`config.mk`:
```
export PLATFORM = sky130hd
export DESIGN_NAME = rsc_top
export DESIGN_NICKNAME = d
export VERILOG_FILES = /design/src/hw/rsc_pkg.sv /design/src/hw/rsc_top.sv /design/src/hw/rsc_out_div.sv
export VERILOG_INCLUDE_DIRS = /design/src /design/src/hw
export SDC_FILE = /design/constraint.sdc
export NUM_CORES = 2
export LEC_CHECK = 0
export BUFFER_PORTS_ARGS = -buffer_cell sky130_fd_sc_hd__buf_2
export CAP_MARGIN = 20
export CORE_ASPECT_RATIO = 0.6
export CORE_MARGIN = 3
export CORE_UTILIZATION = 40
export CTS_CLUSTER_DIAMETER = 200
export DETAILED_ROUTE_END_ITERATION = 10
export PLACE_DENSITY = 0.64
export SYNTH_ARGS = -nofsm -noshare
export SYNTH_HDL_FRONTEND = slang
export SYNTH_SLANG_ARGS = --single-unit
```
`constraint.sdc`:
```
create_clock -name clk -period 6.7 [get_ports clk]
set_clock_uncertainty 0.05 [all_clocks]
set_input_delay 0.335 -clock clk [delete_from_list [all_inputs] [get_ports clk]]
set_output_delay 0.335 -clock clk [all_outputs]
set_load 0.1 [all_outputs]
```
`src/hw/rsc_cfg.svh`:
```
// register offsets, field positions, reset values and timing counts of the switchover block
`ifndef RSC_CFG_SVH
`define RSC_CFG_SVH
// ----------------------------------------
// register offsets (word index on the plain port)
// ----------------------------------------
`define RSC_OFF_CTRL      8'h00
`define RSC_OFF_STATUS    8'h01
`define RSC_OFF_IRQ_STAT  8'h02
`define RSC_OFF_IRQ_MASK  8'h03
`define RSC_OFF_PRE_A     8'h04
`define RSC_OFF_PRE_B     8'h05
`define RSC_OFF_SYNC      8'h06
`define RSC_OFF_DIV_BASE  8'h10
// ----------------------------------------
// field positions
// ----------------------------------------
`define RSC_CTRL_MANUAL   0
`define RSC_CTRL_USE_PIN  1
`define RSC_CTRL_SEL_B    2
`define RSC_CTRL_REVERT   3
`define RSC_DIV_DLY_LSB   16
`define RSC_IRQ_SWITCH    0
`define RSC_IRQ_HOLD      1
`define RSC_IRQ_A_LOST    2
`define RSC_IRQ_B_LOST    3
// ----------------------------------------
// reset values
// ----------------------------------------
`define RSC_CTRL_RST      4'h0
`define RSC_PRE_RST       10'h001
`define RSC_DIV_RST       10'h000
`define RSC_DLY_RST       6'h00
`define RSC_MASK_RST      4'h0
// ----------------------------------------
// timing
// ----------------------------------------
`define RSC_CLK_PERIOD_NS 5
`define RSC_LOSS_NS       20480
`define RSC_LOSS_CYC      (`RSC_LOSS_NS / `RSC_CLK_PERIOD_NS)
`endif

```
`src/hw/rsc_pkg.sv`:
```
// types shared by the switchover block
package rsc_pkg;
    typedef enum logic [1:0]
    {
        RSC_HOLD = 2'b00,
        RSC_ON_A = 2'b01,
        RSC_ON_B = 2'b10
    } rsc_sel_t;
endpackage

```
`src/hw/rsc_top.sv`:
```
// reference monitor, switchover control, holdover and output dividers
// Summary of operation
// - each reference is watched for presence all the time by hardware alone.
// - if only one reference is present it becomes the active one; in manual mode, only if it is the chosen one.
// - if both are present one is active and the other waits as backup.
// - in automatic mode, when the active reference fails the present backup takes over; manual mode enters holdover.
// - a control bit picks whether a returning primary is taken back or not.
// - with no reference present the block enters holdover on the oscillator.
// - a dedicated pin can choose the active reference.
// - each output divider divides by an integer from 1 to 1024.
// - all divider settings are written over the control port by the host.
// - each output divider adds a programmable start delay.
// - presence is judged on the prescaled reference, not the raw input.
// - each reference prescaler divides by an integer from 1 to 1023.
// - non-reverting mode stays on secondary but falls back if it vanishes.
// - holdover floats the first-loop charge pump and ends when a reference returns (in manual mode, the chosen one).
`include "rsc_cfg.svh"
module rsc_top
    import rsc_pkg::*;
#(
    parameter int N_OUT    = 14,
    parameter int MON_CYC  = `RSC_LOSS_CYC
)(
    input  wire logic        clk,
    input  wire logic        rst,
    input  wire logic        primary_reference_input,
    input  wire logic        secondary_reference_input,
    input  wire logic        ref_select_pin,
    input  wire logic [7:0]  addr,
    input  wire logic [31:0] wdata,
    input  wire logic        wr,
    input  wire logic        rd,
    output logic      [31:0] rdata,
    output logic             active_is_secondary,
    output logic             holdover,
    output logic             charge_pump_tristate,
    output logic [N_OUT-1:0] clk_out,
    output logic             irq
);
    localparam int MON_W = $clog2(MON_CYC + 1);
    localparam logic [MON_W-1:0] MON_MAX = MON_W'(MON_CYC);

    typedef struct packed {
        logic [1:0]             ref_prev;
        logic [1:0][9:0]        pre_cnt;
        logic [1:0][MON_W-1:0]  mon_cnt;
        logic [1:0]             pres_d;
        rsc_sel_t               sel;
        logic [3:0]             ctrl;
        logic [1:0][9:0]        pre_ratio;
        logic [N_OUT-1:0][9:0]  div_m1;
        logic [N_OUT-1:0][5:0]  div_dly;
        logic                   sync;
        logic [3:0]             irq_stat;
        logic [3:0]             irq_mask;
        logic [31:0]            rdata;
    } rsc_st_t;

    rsc_st_t    st_reg;
    rsc_st_t    st_next;
    logic [1:0] ref_in;
    logic [1:0] tick;
    logic [1:0] pres;
    logic       want_b;
    logic       manual;
    logic [3:0] events;
    logic [7:0] div_idx;

    assign ref_in = {secondary_reference_input, primary_reference_input};

    // ----------------------------------------
    // prescalers, monitors, switchover, registers
    // ----------------------------------------
    always_comb
    begin
        st_next = st_reg;
        tick    = 2'b00;
        pres    = 2'b00;
        div_idx = addr - `RSC_OFF_DIV_BASE;
        for (int i = 0; i < 2; i++)
        begin
            st_next.ref_prev[i] = ref_in[i];
            if (ref_in[i] && !st_reg.ref_prev[i])
            begin
                if (st_reg.pre_cnt[i] + 10'h001 >= st_reg.pre_ratio[i])
                begin
                    st_next.pre_cnt[i] = 10'h000;
                    tick[i]            = 1'b1;
                end
                else
                    st_next.pre_cnt[i] = st_reg.pre_cnt[i] + 10'h001;
            end
            if (tick[i])
                st_next.mon_cnt[i] = '0;
            else if (st_reg.mon_cnt[i] < MON_MAX)
                st_next.mon_cnt[i] = st_reg.mon_cnt[i] + 1'b1;
            pres[i]            = (st_reg.mon_cnt[i] < MON_MAX);
            st_next.pres_d[i]  = pres[i];
        end

        // pin or bit picks the target
        manual = st_reg.ctrl[`RSC_CTRL_MANUAL];
        want_b = st_reg.ctrl[`RSC_CTRL_USE_PIN] ? ref_select_pin : st_reg.ctrl[`RSC_CTRL_SEL_B];

        if (manual)
        begin
            if (want_b && pres[1])
                st_next.sel = RSC_ON_B;
            else if (!want_b && pres[0])
                st_next.sel = RSC_ON_A;
            else
                st_next.sel = RSC_HOLD;
        end
        else
        begin
            case (st_reg.sel)
                RSC_ON_A:
                begin
                    if (!pres[0])
                        st_next.sel = pres[1] ? RSC_ON_B : RSC_HOLD;
                end
                RSC_ON_B:
                begin
                    if (!pres[1])
                        st_next.sel = pres[0] ? RSC_ON_A : RSC_HOLD;
                    else if (st_reg.ctrl[`RSC_CTRL_REVERT] && pres[0])
                        st_next.sel = RSC_ON_A;
                end
                default:
                begin
                    if (pres[0])
                        st_next.sel = RSC_ON_A;
                    else if (pres[1])
                        st_next.sel = RSC_ON_B;
                    else
                        st_next.sel = RSC_HOLD;
                end
            endcase
        end

        // event sources for the interrupt status
        events                     = 4'h0;
        events[`RSC_IRQ_SWITCH]    = (st_next.sel != st_reg.sel);
        events[`RSC_IRQ_HOLD]      = (st_next.sel == RSC_HOLD) && (st_reg.sel != RSC_HOLD);
        events[`RSC_IRQ_A_LOST]    = st_reg.pres_d[0] && !pres[0];
        events[`RSC_IRQ_B_LOST]    = st_reg.pres_d[1] && !pres[1];

        // read data valid only in the cycle after the strobe
        st_next.rdata = 32'h0000_0000;
        st_next.sync  = 1'b0;
        if (rd)
        begin
            if (addr == `RSC_OFF_CTRL)
                st_next.rdata = {28'h0, st_reg.ctrl};
            else if (addr == `RSC_OFF_STATUS)
                st_next.rdata = {28'h0, st_reg.sel == RSC_HOLD, st_reg.sel == RSC_ON_B, pres};
            else if (addr == `RSC_OFF_IRQ_STAT)
                st_next.rdata = {28'h0, st_reg.irq_stat};
            else if (addr == `RSC_OFF_IRQ_MASK)
                st_next.rdata = {28'h0, st_reg.irq_mask};
            else if (addr == `RSC_OFF_PRE_A)
                st_next.rdata = {22'h0, st_reg.pre_ratio[0]};
            else if (addr == `RSC_OFF_PRE_B)
                st_next.rdata = {22'h0, st_reg.pre_ratio[1]};
            else if (addr >= `RSC_OFF_DIV_BASE && div_idx < 8'(N_OUT))
                st_next.rdata = {10'h0, st_reg.div_dly[div_idx], 6'h0, st_reg.div_m1[div_idx]};
        end
        if (wr)
        begin
            if (addr == `RSC_OFF_CTRL)
                st_next.ctrl = wdata[3:0];
            else if (addr == `RSC_OFF_IRQ_MASK)
                st_next.irq_mask = wdata[3:0];
            else if (addr == `RSC_OFF_PRE_A)
                st_next.pre_ratio[0] = wdata[9:0];
            else if (addr == `RSC_OFF_PRE_B)
                st_next.pre_ratio[1] = wdata[9:0];
            else if (addr == `RSC_OFF_SYNC)
                st_next.sync = 1'b1;
            else if (addr >= `RSC_OFF_DIV_BASE && div_idx < 8'(N_OUT))
            begin
                st_next.div_m1[div_idx]  = wdata[9:0];
                st_next.div_dly[div_idx] = wdata[`RSC_DIV_DLY_LSB +: 6];
            end
        end
        // clear on read, but a same-cycle event still lands
        st_next.irq_stat = ((rd && addr == `RSC_OFF_IRQ_STAT) ? 4'h0 : st_reg.irq_stat) | events;
    end

    // single register for all state
    always_ff @(posedge clk)
    begin
        if (rst)
        begin
            st_reg           <= '0;
            st_reg.sel       <= RSC_HOLD;
            st_reg.ctrl      <= `RSC_CTRL_RST;
            st_reg.irq_mask  <= `RSC_MASK_RST;
            st_reg.pre_ratio <= {2{`RSC_PRE_RST}};
            st_reg.div_m1    <= {N_OUT{`RSC_DIV_RST}};
            st_reg.div_dly   <= {N_OUT{`RSC_DLY_RST}};
            st_reg.mon_cnt   <= {2{MON_MAX}};
        end
        else
            st_reg <= st_next;
    end

    // ----------------------------------------
    // outputs
    // ----------------------------------------
    assign rdata               = st_reg.rdata;
    assign active_is_secondary = (st_reg.sel == RSC_ON_B);
    assign holdover            = (st_reg.sel == RSC_HOLD);
    assign charge_pump_tristate = (st_reg.sel == RSC_HOLD);
    assign irq                 = |(st_reg.irq_stat & st_reg.irq_mask);

    // one divider per output, all restarted together by the sync write
    for (genvar g = 0; g < N_OUT; g++)
    begin : g_div
        rsc_out_div #(
            .DIV_W (10),
            .DLY_W (6)
        ) rsc_out_div_inst (
            .clk      (clk),
            .rst      (rst),
            .sync     (st_reg.sync),
            .ratio_m1 (st_reg.div_m1[g]),
            .delay    (st_reg.div_dly[g]),
            .clk_out  (clk_out[g])
        );
    end

    // ----------------------------------------
    // assertions
    // ----------------------------------------
    AST_FAILOVER: assert property (@(posedge clk) disable iff (rst)
        (!manual && st_reg.sel == RSC_ON_A && !pres[0] && pres[1]) |=> active_is_secondary)
        else $error("no failover to secondary");
    AST_HOLD_ENTER: assert property (@(posedge clk) disable iff (rst)
        (pres == 2'b00) |=> holdover && charge_pump_tristate)
        else $error("holdover not entered");
    AST_REVERT: assert property (@(posedge clk) disable iff (rst)
        (!manual && st_reg.sel == RSC_ON_B && st_reg.ctrl[`RSC_CTRL_REVERT] && pres == 2'b11)
        |=> st_reg.sel == RSC_ON_A)
        else $error("no revert to primary");
    AST_STAY: assert property (@(posedge clk) disable iff (rst)
        (!manual && st_reg.sel == RSC_ON_B && !st_reg.ctrl[`RSC_CTRL_REVERT] && pres[1])
        |=> active_is_secondary)
        else $error("left secondary in non-reverting mode");
    AST_FALLBACK: assert property (@(posedge clk) disable iff (rst)
        (!manual && st_reg.sel == RSC_ON_B && !pres[1] && pres[0]) |=> st_reg.sel == RSC_ON_A)
        else $error("no fallback to primary");
    AST_SINGLE: assert property (@(posedge clk) disable iff (rst)
        (!manual && st_reg.sel == RSC_HOLD && pres == 2'b10) |=> active_is_secondary)
        else $error("lone secondary not taken");
    AST_MANUAL: assert property (@(posedge clk) disable iff (rst)
        (manual && want_b && pres[1]) |=> active_is_secondary)
        else $error("manual choice ignored");
    AST_PRESENT: assert property (@(posedge clk) disable iff (rst)
        tick[0] |=> ##1 pres[0])
        else $error("prescaled edge not seen as presence");
    AST_IRQ: assert property (@(posedge clk) disable iff (rst)
        (events[`RSC_IRQ_HOLD] && st_reg.irq_mask[`RSC_IRQ_HOLD]) |=> irq [*2])
        else $error("holdover interrupt lost");
    // auto mode must drop holdover as soon as either reference is back
    AST_RESYNC: assert property (@(posedge clk) disable iff (rst)
        (!manual && st_reg.sel == RSC_HOLD && pres != 2'b00) |=> !holdover && !charge_pump_tristate)
        else $error("holdover kept with a reference back");
    AST_BOTH_ACTIVE: assert property (@(posedge clk) disable iff (rst)
        (!manual && st_reg.sel != RSC_HOLD && pres == 2'b11) |=> !holdover)
        else $error("no active reference with both present");
    // ratio zero or one gives a tick on every edge
    AST_PRESCALE_ONE: assert property (@(posedge clk) disable iff (rst)
        (ref_in[0] && !st_reg.ref_prev[0] && st_reg.pre_ratio[0] <= 10'h001) |-> tick[0])
        else $error("unit prescaler dropped an edge");
    // read data must not linger past their one cycle
    AST_RDATA_IDLE: assert property (@(posedge clk) disable iff (rst)
        !rd |=> rdata == 32'h0000_0000)
        else $error("read data stood without a read");

    COV_FAILOVER: cover property (@(posedge clk) disable iff (rst)
        st_reg.sel == RSC_ON_A ##1 st_reg.sel == RSC_ON_B);
    COV_HOLD: cover property (@(posedge clk) disable iff (rst)
        st_reg.sel != RSC_HOLD ##1 holdover);
    COV_REVERT: cover property (@(posedge clk) disable iff (rst)
        st_reg.sel == RSC_ON_B ##1 st_reg.sel == RSC_ON_A);
    // manual change of choice while both are present
    COV_MANUAL: cover property (@(posedge clk) disable iff (rst)
        manual && st_reg.sel == RSC_ON_A ##1 active_is_secondary);
endmodule

```
`src/hw/rsc_out_div.sv`:
```
// one output divider with integer ratio and start delay
module rsc_out_div
    import rsc_pkg::*;
#(
    parameter int DIV_W = 10,
    parameter int DLY_W = 6
)(
    input  wire logic             clk,
    input  wire logic             rst,
    input  wire logic             sync,
    input  wire logic [DIV_W-1:0] ratio_m1,
    input  wire logic [DLY_W-1:0] delay,
    output logic                  clk_out
);
    typedef struct packed {
        logic [DIV_W-1:0] cnt;
        logic [DLY_W-1:0] dly;
        logic             out;
    } rsc_div_st_t;

    rsc_div_st_t st_reg;
    rsc_div_st_t st_next;
    logic [DIV_W:0] half;

    // high for the first ceil(ratio/2) cycles of each period
    always_comb
    begin
        st_next = st_reg;
        half    = ({1'b0, ratio_m1} + {{DIV_W{1'b0}}, 1'b1} + {{DIV_W{1'b0}}, 1'b1}) >> 1;
        if (sync)
        begin
            st_next.cnt = '0;
            st_next.dly = delay;
            st_next.out = 1'b0;
        end
        else if (st_reg.dly != '0)
        begin
            st_next.dly = st_reg.dly - 1'b1;
            st_next.out = 1'b0;
        end
        else
        begin
            if (st_reg.cnt >= ratio_m1)
                st_next.cnt = '0;
            else
                st_next.cnt = st_reg.cnt + 1'b1;
            st_next.out = ({1'b0, st_next.cnt} < half);
        end
    end

    always_ff @(posedge clk)
    begin
        if (rst)
            st_reg <= '0;
        else
            st_reg <= st_next;
    end

    assign clk_out = st_reg.out;

    AST_DELAY_LOW: assert property (@(posedge clk) disable iff (rst)
        (sync && delay > 1) |=> !clk_out [*2])
        else $error("delayed divider output went high early");
endmodule

```
# Word-level counts from Yosys, hierarchy flattened
# Index checks and enable logic that the tools add are counted.
# totals
regBits,563
output_inout_bits,50
elab_cells,405
inputBits,47
# classes
mux,124
n_lt_le_gt_ge,36
n_eq_ne,9
reduce_logical,77
bitwise,10
add_sub_neg,61
# op_table
operator,n
2-to-1 mux 10 bit,49
adder 10 x 1 -> 10 bit (second input constant),16
greater-or-equal comparator 10 bit,16
adder 10 x 1 -> 11 bit (second input constant),14
adder 11 x 1 -> 11 bit (second input constant),14
bitwise mux 140 bit,1
< comparator 10 bit,14
2-to-1 mux 7 bit,14
2-to-1 mux 6 bit,16
bitwise mux 84 bit,1
nonzero test 6 bit,14
subtractor 6 x 1 -> 6 bit (second input constant),14
2-to-1 mux 13 bit,4
OR reduction 3 bit,14
binary-select mux 10 bit (select 4 bit),1
demux 10 bit (select 4 bit),1
nonzero test 2 bit,17
adder 13 x 1 -> 13 bit (second input constant),2
< comparator 13 bit (second input constant),2
binary-select mux 6 bit (select 4 bit),1
demux 6 bit (select 4 bit),1
equality test 8 x 3 -> 1 bit (second input constant),3
2-to-1 mux 1 bit,22
2-to-1 mux 4 bit,5
28 further kinds,61

# Longest topological paths before layout
# logic_depth
word_depth,10
mapped_depth,15
depth_no_buf,13

# Cells and area by module
# A second synthesis with hierarchy kept.
# hier_totals
hier_cells,4717
hier_area_um2,37691.1
# modules_own_cells
mod,n_inst,cells_each,area_each_um2,seq_area_each_um2
rsc_out_div,14,208,1619.1,340.3
rsc_top,1,1805,15024.4,6506.2

# Least setup slack after synthesis
# No wires, ideal clock.
# synth_path
path_type,register to register
start,register st_reg[222] in the netlist's numbering
end,"register g_div[9].rsc_out_div_inst.st_reg, in the netlist g_div[9].rsc_out_div_inst.clk_out"
setup_ps,64
t_arrival_ps,2955
stages_incl_launch_ff,15
period_less_slack_ps,3069
slack_ps,3631
path_buffers,2
required_ps,6586
path_cell_list,dfxtp_1 -> inv_1 -> ha_1 -> a211oi_1 -> o21bai_1 -> a211o_1 -> clkbuf_1 -> buf_1 -> nor2_1 -> ha_1 -> a21o_1 -> a21o_1 -> a2111oi_4 -> o211ai_1 -> nor2_1
# synth_via
elab_chain_cells,5
word_cells_on_any_way,7
cone_classes,add/sub (2); order compare (2); mux (3)
# synth_rtl
item,line,text
start: declaration,rsc_top.sv:59,rsc_st_t st_reg;
start signal: assignment,rsc_top.sv:205,st_reg <= st_next;
branches (longest 4 deep; another with adder 10 x 1 -> 11 bit),-,
< comparator 10 bit *,rsc_out_div.sv:47,"st_next.out = ({1'b0, st_next.cnt} < half);"
end signal: assignment,rsc_out_div.sv:56,st_reg <= st_next;
end: declaration,rsc_out_div.sv:21,rsc_div_st_t st_reg;
# Every way passes the cells marked *. The select of a mux whose other input is x is not followed.
# A chain may end at the register's enable or synchronous reset.

# Worst setup path after layout
# layout_path
start,register st_reg[242] in the netlist's numbering
end,"register g_div[11].rsc_out_div_inst.st_reg, in the netlist g_div[11].rsc_out_div_inst.clk_out"
# layout_via
elab_chain_cells,5
word_cells_on_any_way,7
cone_classes,add/sub (2); order compare (2); mux (3)
# layout_rtl
item,line
branches (longest 4 deep; another with adder 10 x 1 -> 11 bit),-
< comparator 10 bit *,rsc_out_div.sv:47
end signal: assignment,rsc_out_div.sv:56
end: declaration,rsc_out_div.sv:21
# Marks and branches as above.

==> metrics <==
post_cts resized=0; Total Wirelength=roughly 110000 um; setup TNS=0 ns; critical path startpoint=st_reg[242]$_SDFFE_PP0P_; Synth Area per Inst=between 7 and 8 um2; Post-CTS Hold Buffers=3; Required @ worst endpoint=7.20 ns; Reg area=0.0113 mm2; Die W=396 um; CTS Sinks=approximately 560; Final Worst Setup Slack=3.06 ns; RR Startpoint=st_reg[242]$_SDFFE_PP0P_; Final period util=54.3%; Psw=0.00331 W; combinational power share=26.1%; area of the core=0.0900 mm2; most frequent cells in the layout=607 x nand2_1, 566 x nor2_1, 562 x dfxtp_1; Fmax=roughly 270 MHz; Initial Utilization=40.5%; Port Buffers=64; Pre-antenna DRT Iters=6; Seq pwr share=between 30% and 40%; H-tree levels=2; largest net degree at the start of global routing=roughly 230; vias in the first global route=28600; CTS tree=built; clock latency on the worst-skew pair=0.63 ns; final-report hold violation count=0; Max Root-Sink Buffers=3; grt total ovfl=0; Ys Warns=0; Post-DRT Antenna Nets=0; Avg WL per Cell=18.3 um; first-pass GRT wire length=166000 um; Int Power=roughly 0.0063 W; number of synthesized flops with an enable pin=0; gr usage total=a little over a fifth; die area=around 0.095 mm2; P&R area growth vs syn=7.50%; die height=roughly 240 um; Max Slew Vio Count=0; worst slack, placed=3.23 ns; Fillers=8941; Slew @ Worst Pin=1.16 ns; Vias/cell=about 5.5; RSZ-0062 raised after global routing=false; # DRC=0; ys flop type=dfxtp_1; routability cong.=~0.90; crit path time final=between 3 and 4 ns; CP startpoint kind=flip-flop; Worst-path clk slew=0.07 ns; Distinct cells, synth=76; Worst R2R Setup Slack=3.06 ns; Crit path arrival time=4.14 ns; share of layout cells above drive strength 1=6.30%; multi-input logic area=0.0230 mm2; Peak supply drop=0.189 mV; clock share of power=between 30% and 40%; PD cells=~250 mW/mm2; register area share after synthesis=30.9%; flops & latches, synth=563; worst-path maximum fanout=18; nets@finish=4896; number of setup buffers added after CTS=0; commonest non-fill, non-tap cell in the layout=nand2_1; ys async rst share=0%; max FFs per register=308; Vias=31800; # IOs=97; worst hold start=rst; switching share of power=between 30% and 40%; row count=85; WS Path Type=reg -> reg; outcome=complete, no violations; Synth Cell Area=0.0364 mm2; Slew Limit Headroom=22.9%; max-cap violations=0; CTS buffer count=55; detailed placement HPWL=76600 um; Syn Inst Count=around 4600; initial antenna violation count=6; Final Setup Violations=0; Leakage Power=14.7 nW; root buffer cell=clkbuf_16; Finished Core Util=43.5%; Iteration-0 DRC Markers=2939; HP Class=in -> reg; kind of end point of the critical path=flip-flop
-- cell type report --
type,count,area share (%)
clock inverter,26,0.834
tap,1218,3.89
sequential,563,28.8
antenna,3,0.0192
timing repair buffer,92,1.50
clock buffer,71,3.96
inverter,222,2.13
multi-input combinational,3580,58.9
-- power by group through the flow --
stage          combinational, W  clock [W]  sequential, W
6_report                0.00250    0.00335        0.00375
5_1_grt                 0.00277    0.00355        0.00378
4_1_cts                 0.00247    0.00341        0.00374
3_5_place_dp            0.00246          0        0.00382
3_3_place_gp            0.00242          0        0.00381
2_1_floorplan           0.00205          0        0.00376
-- stage by stage --
step / power, W / cells / instance area, um2 / hold slack, ns
2_1_floorplan: 0.00580 / 4637 / 36500 / 0.382
3_3_place_gp: 0.00623 / 5667 / 37200 / 0.389
3_5_place_dp: 0.00627 / 5667 / 37200 / 0.398
4_1_cts: 0.00962 / 5767 / 39100 / 0.0349
5_1_grt: 0.0101 / 5773 / 39100 / 0.0613
6_report: 0.00960 / 5775 / 39200 / 0.0491
-- cells in the mapped netlist (all sizes together), types with 14 or more instances --
| library cell | count | area share (%) |
|---|---|---|
| ha | 335 | 12 |
| inv | 222 | 2.3 |
| nand3 | 253 | 3.5 |
| o21bai | 15 | 0.31 |
| or3b | 17 | 0.42 |
| a21oi | 489 | 6.7 |
| nand2 | 608 | 6.3 |
| and3 | 49 | 0.84 |
| xnor2 | 195 | 4.7 |
| o211ai | 17 | 0.35 |
| nor4 | 18 | 0.35 |
| buf | 112 | 2.1 |
| dfxtp | 563 | 31 |
| nor3 | 113 | 1.7 |
| nand2b | 19 | 0.33 |
| mux2i | 132 | 3.6 |
| xor2 | 109 | 2.6 |
| or3 | 42 | 0.74 |
| a21o | 19 | 0.39 |
| nor3b | 14 | 0.29 |
| nand4 | 51 | 0.88 |
| nor2 | 577 | 6.0 |
| nand3b | 40 | 0.82 |
| a211o | 17 | 0.41 |
| o21ai | 149 | 2.0 |
| clkbuf | 160 | 1.6 |
| a211oi | 34 | 0.70 |
| nor2b | 77 | 1.3 |
| and4 | 19 | 0.46 |
| mux4 | 48 | 3.0 |
-- cells by family after synthesis --
group / Yosys count / synth area share [%]
DFF: 563 / 30.9
adders and majority gates: 335 / 11.5
AOI/OAI and AO/OA: 817 / 12.8
xor gates and xnor gates: 304 / 7.31
and+or+nand+nor: 1919 / 24.5
other: 1 / 0.0103
buffers and inverters: 494 / 6.00
muxes: 189 / 6.87
-- path summary, 6_finish.rpt --
| path | to | cells past startpoint |
|---|---|---|
| hold reg to reg | st_reg[250]$_SDFFE_PP0P_ | 2 |
| hold / removal | st_reg[278]$_SDFFE_PP0P_ | 2 |
| setup reg to reg | g_div[11].rsc_out_div_inst.clk_out$_SDFF_PP0_ | 13 |
| setup / recovery | g_div[11].rsc_out_div_inst.clk_out$_SDFF_PP0_ | 13 |
-- routing by layer --
layer  vias up  GRT usage (%)  share of wire, %
met4         2           4.77               1.9
met5         -          0.347            0.0066
met1     14900           34.0                50
met3       137           5.40               9.9
li1      15700              -                 -
met2      1060           28.8                38
-- worst max-delay path, stage by stage, from the launching register on --
cell and delay, ns:
dfxtp_1 0.49, inv_1 0.13, ha_1 0.32, a211oi_1 0.28
o21bai_1 0.16, a211o_1 0.52, nor2_1 0.20, ha_1 0.26
a21o_1 0.16, a21o_1 0.19, a2111oi_4 0.36, o31ai_1 0.14
a21oi_2 0.12, o41a_1 0.20
Power figures use the tool's default switching activity.
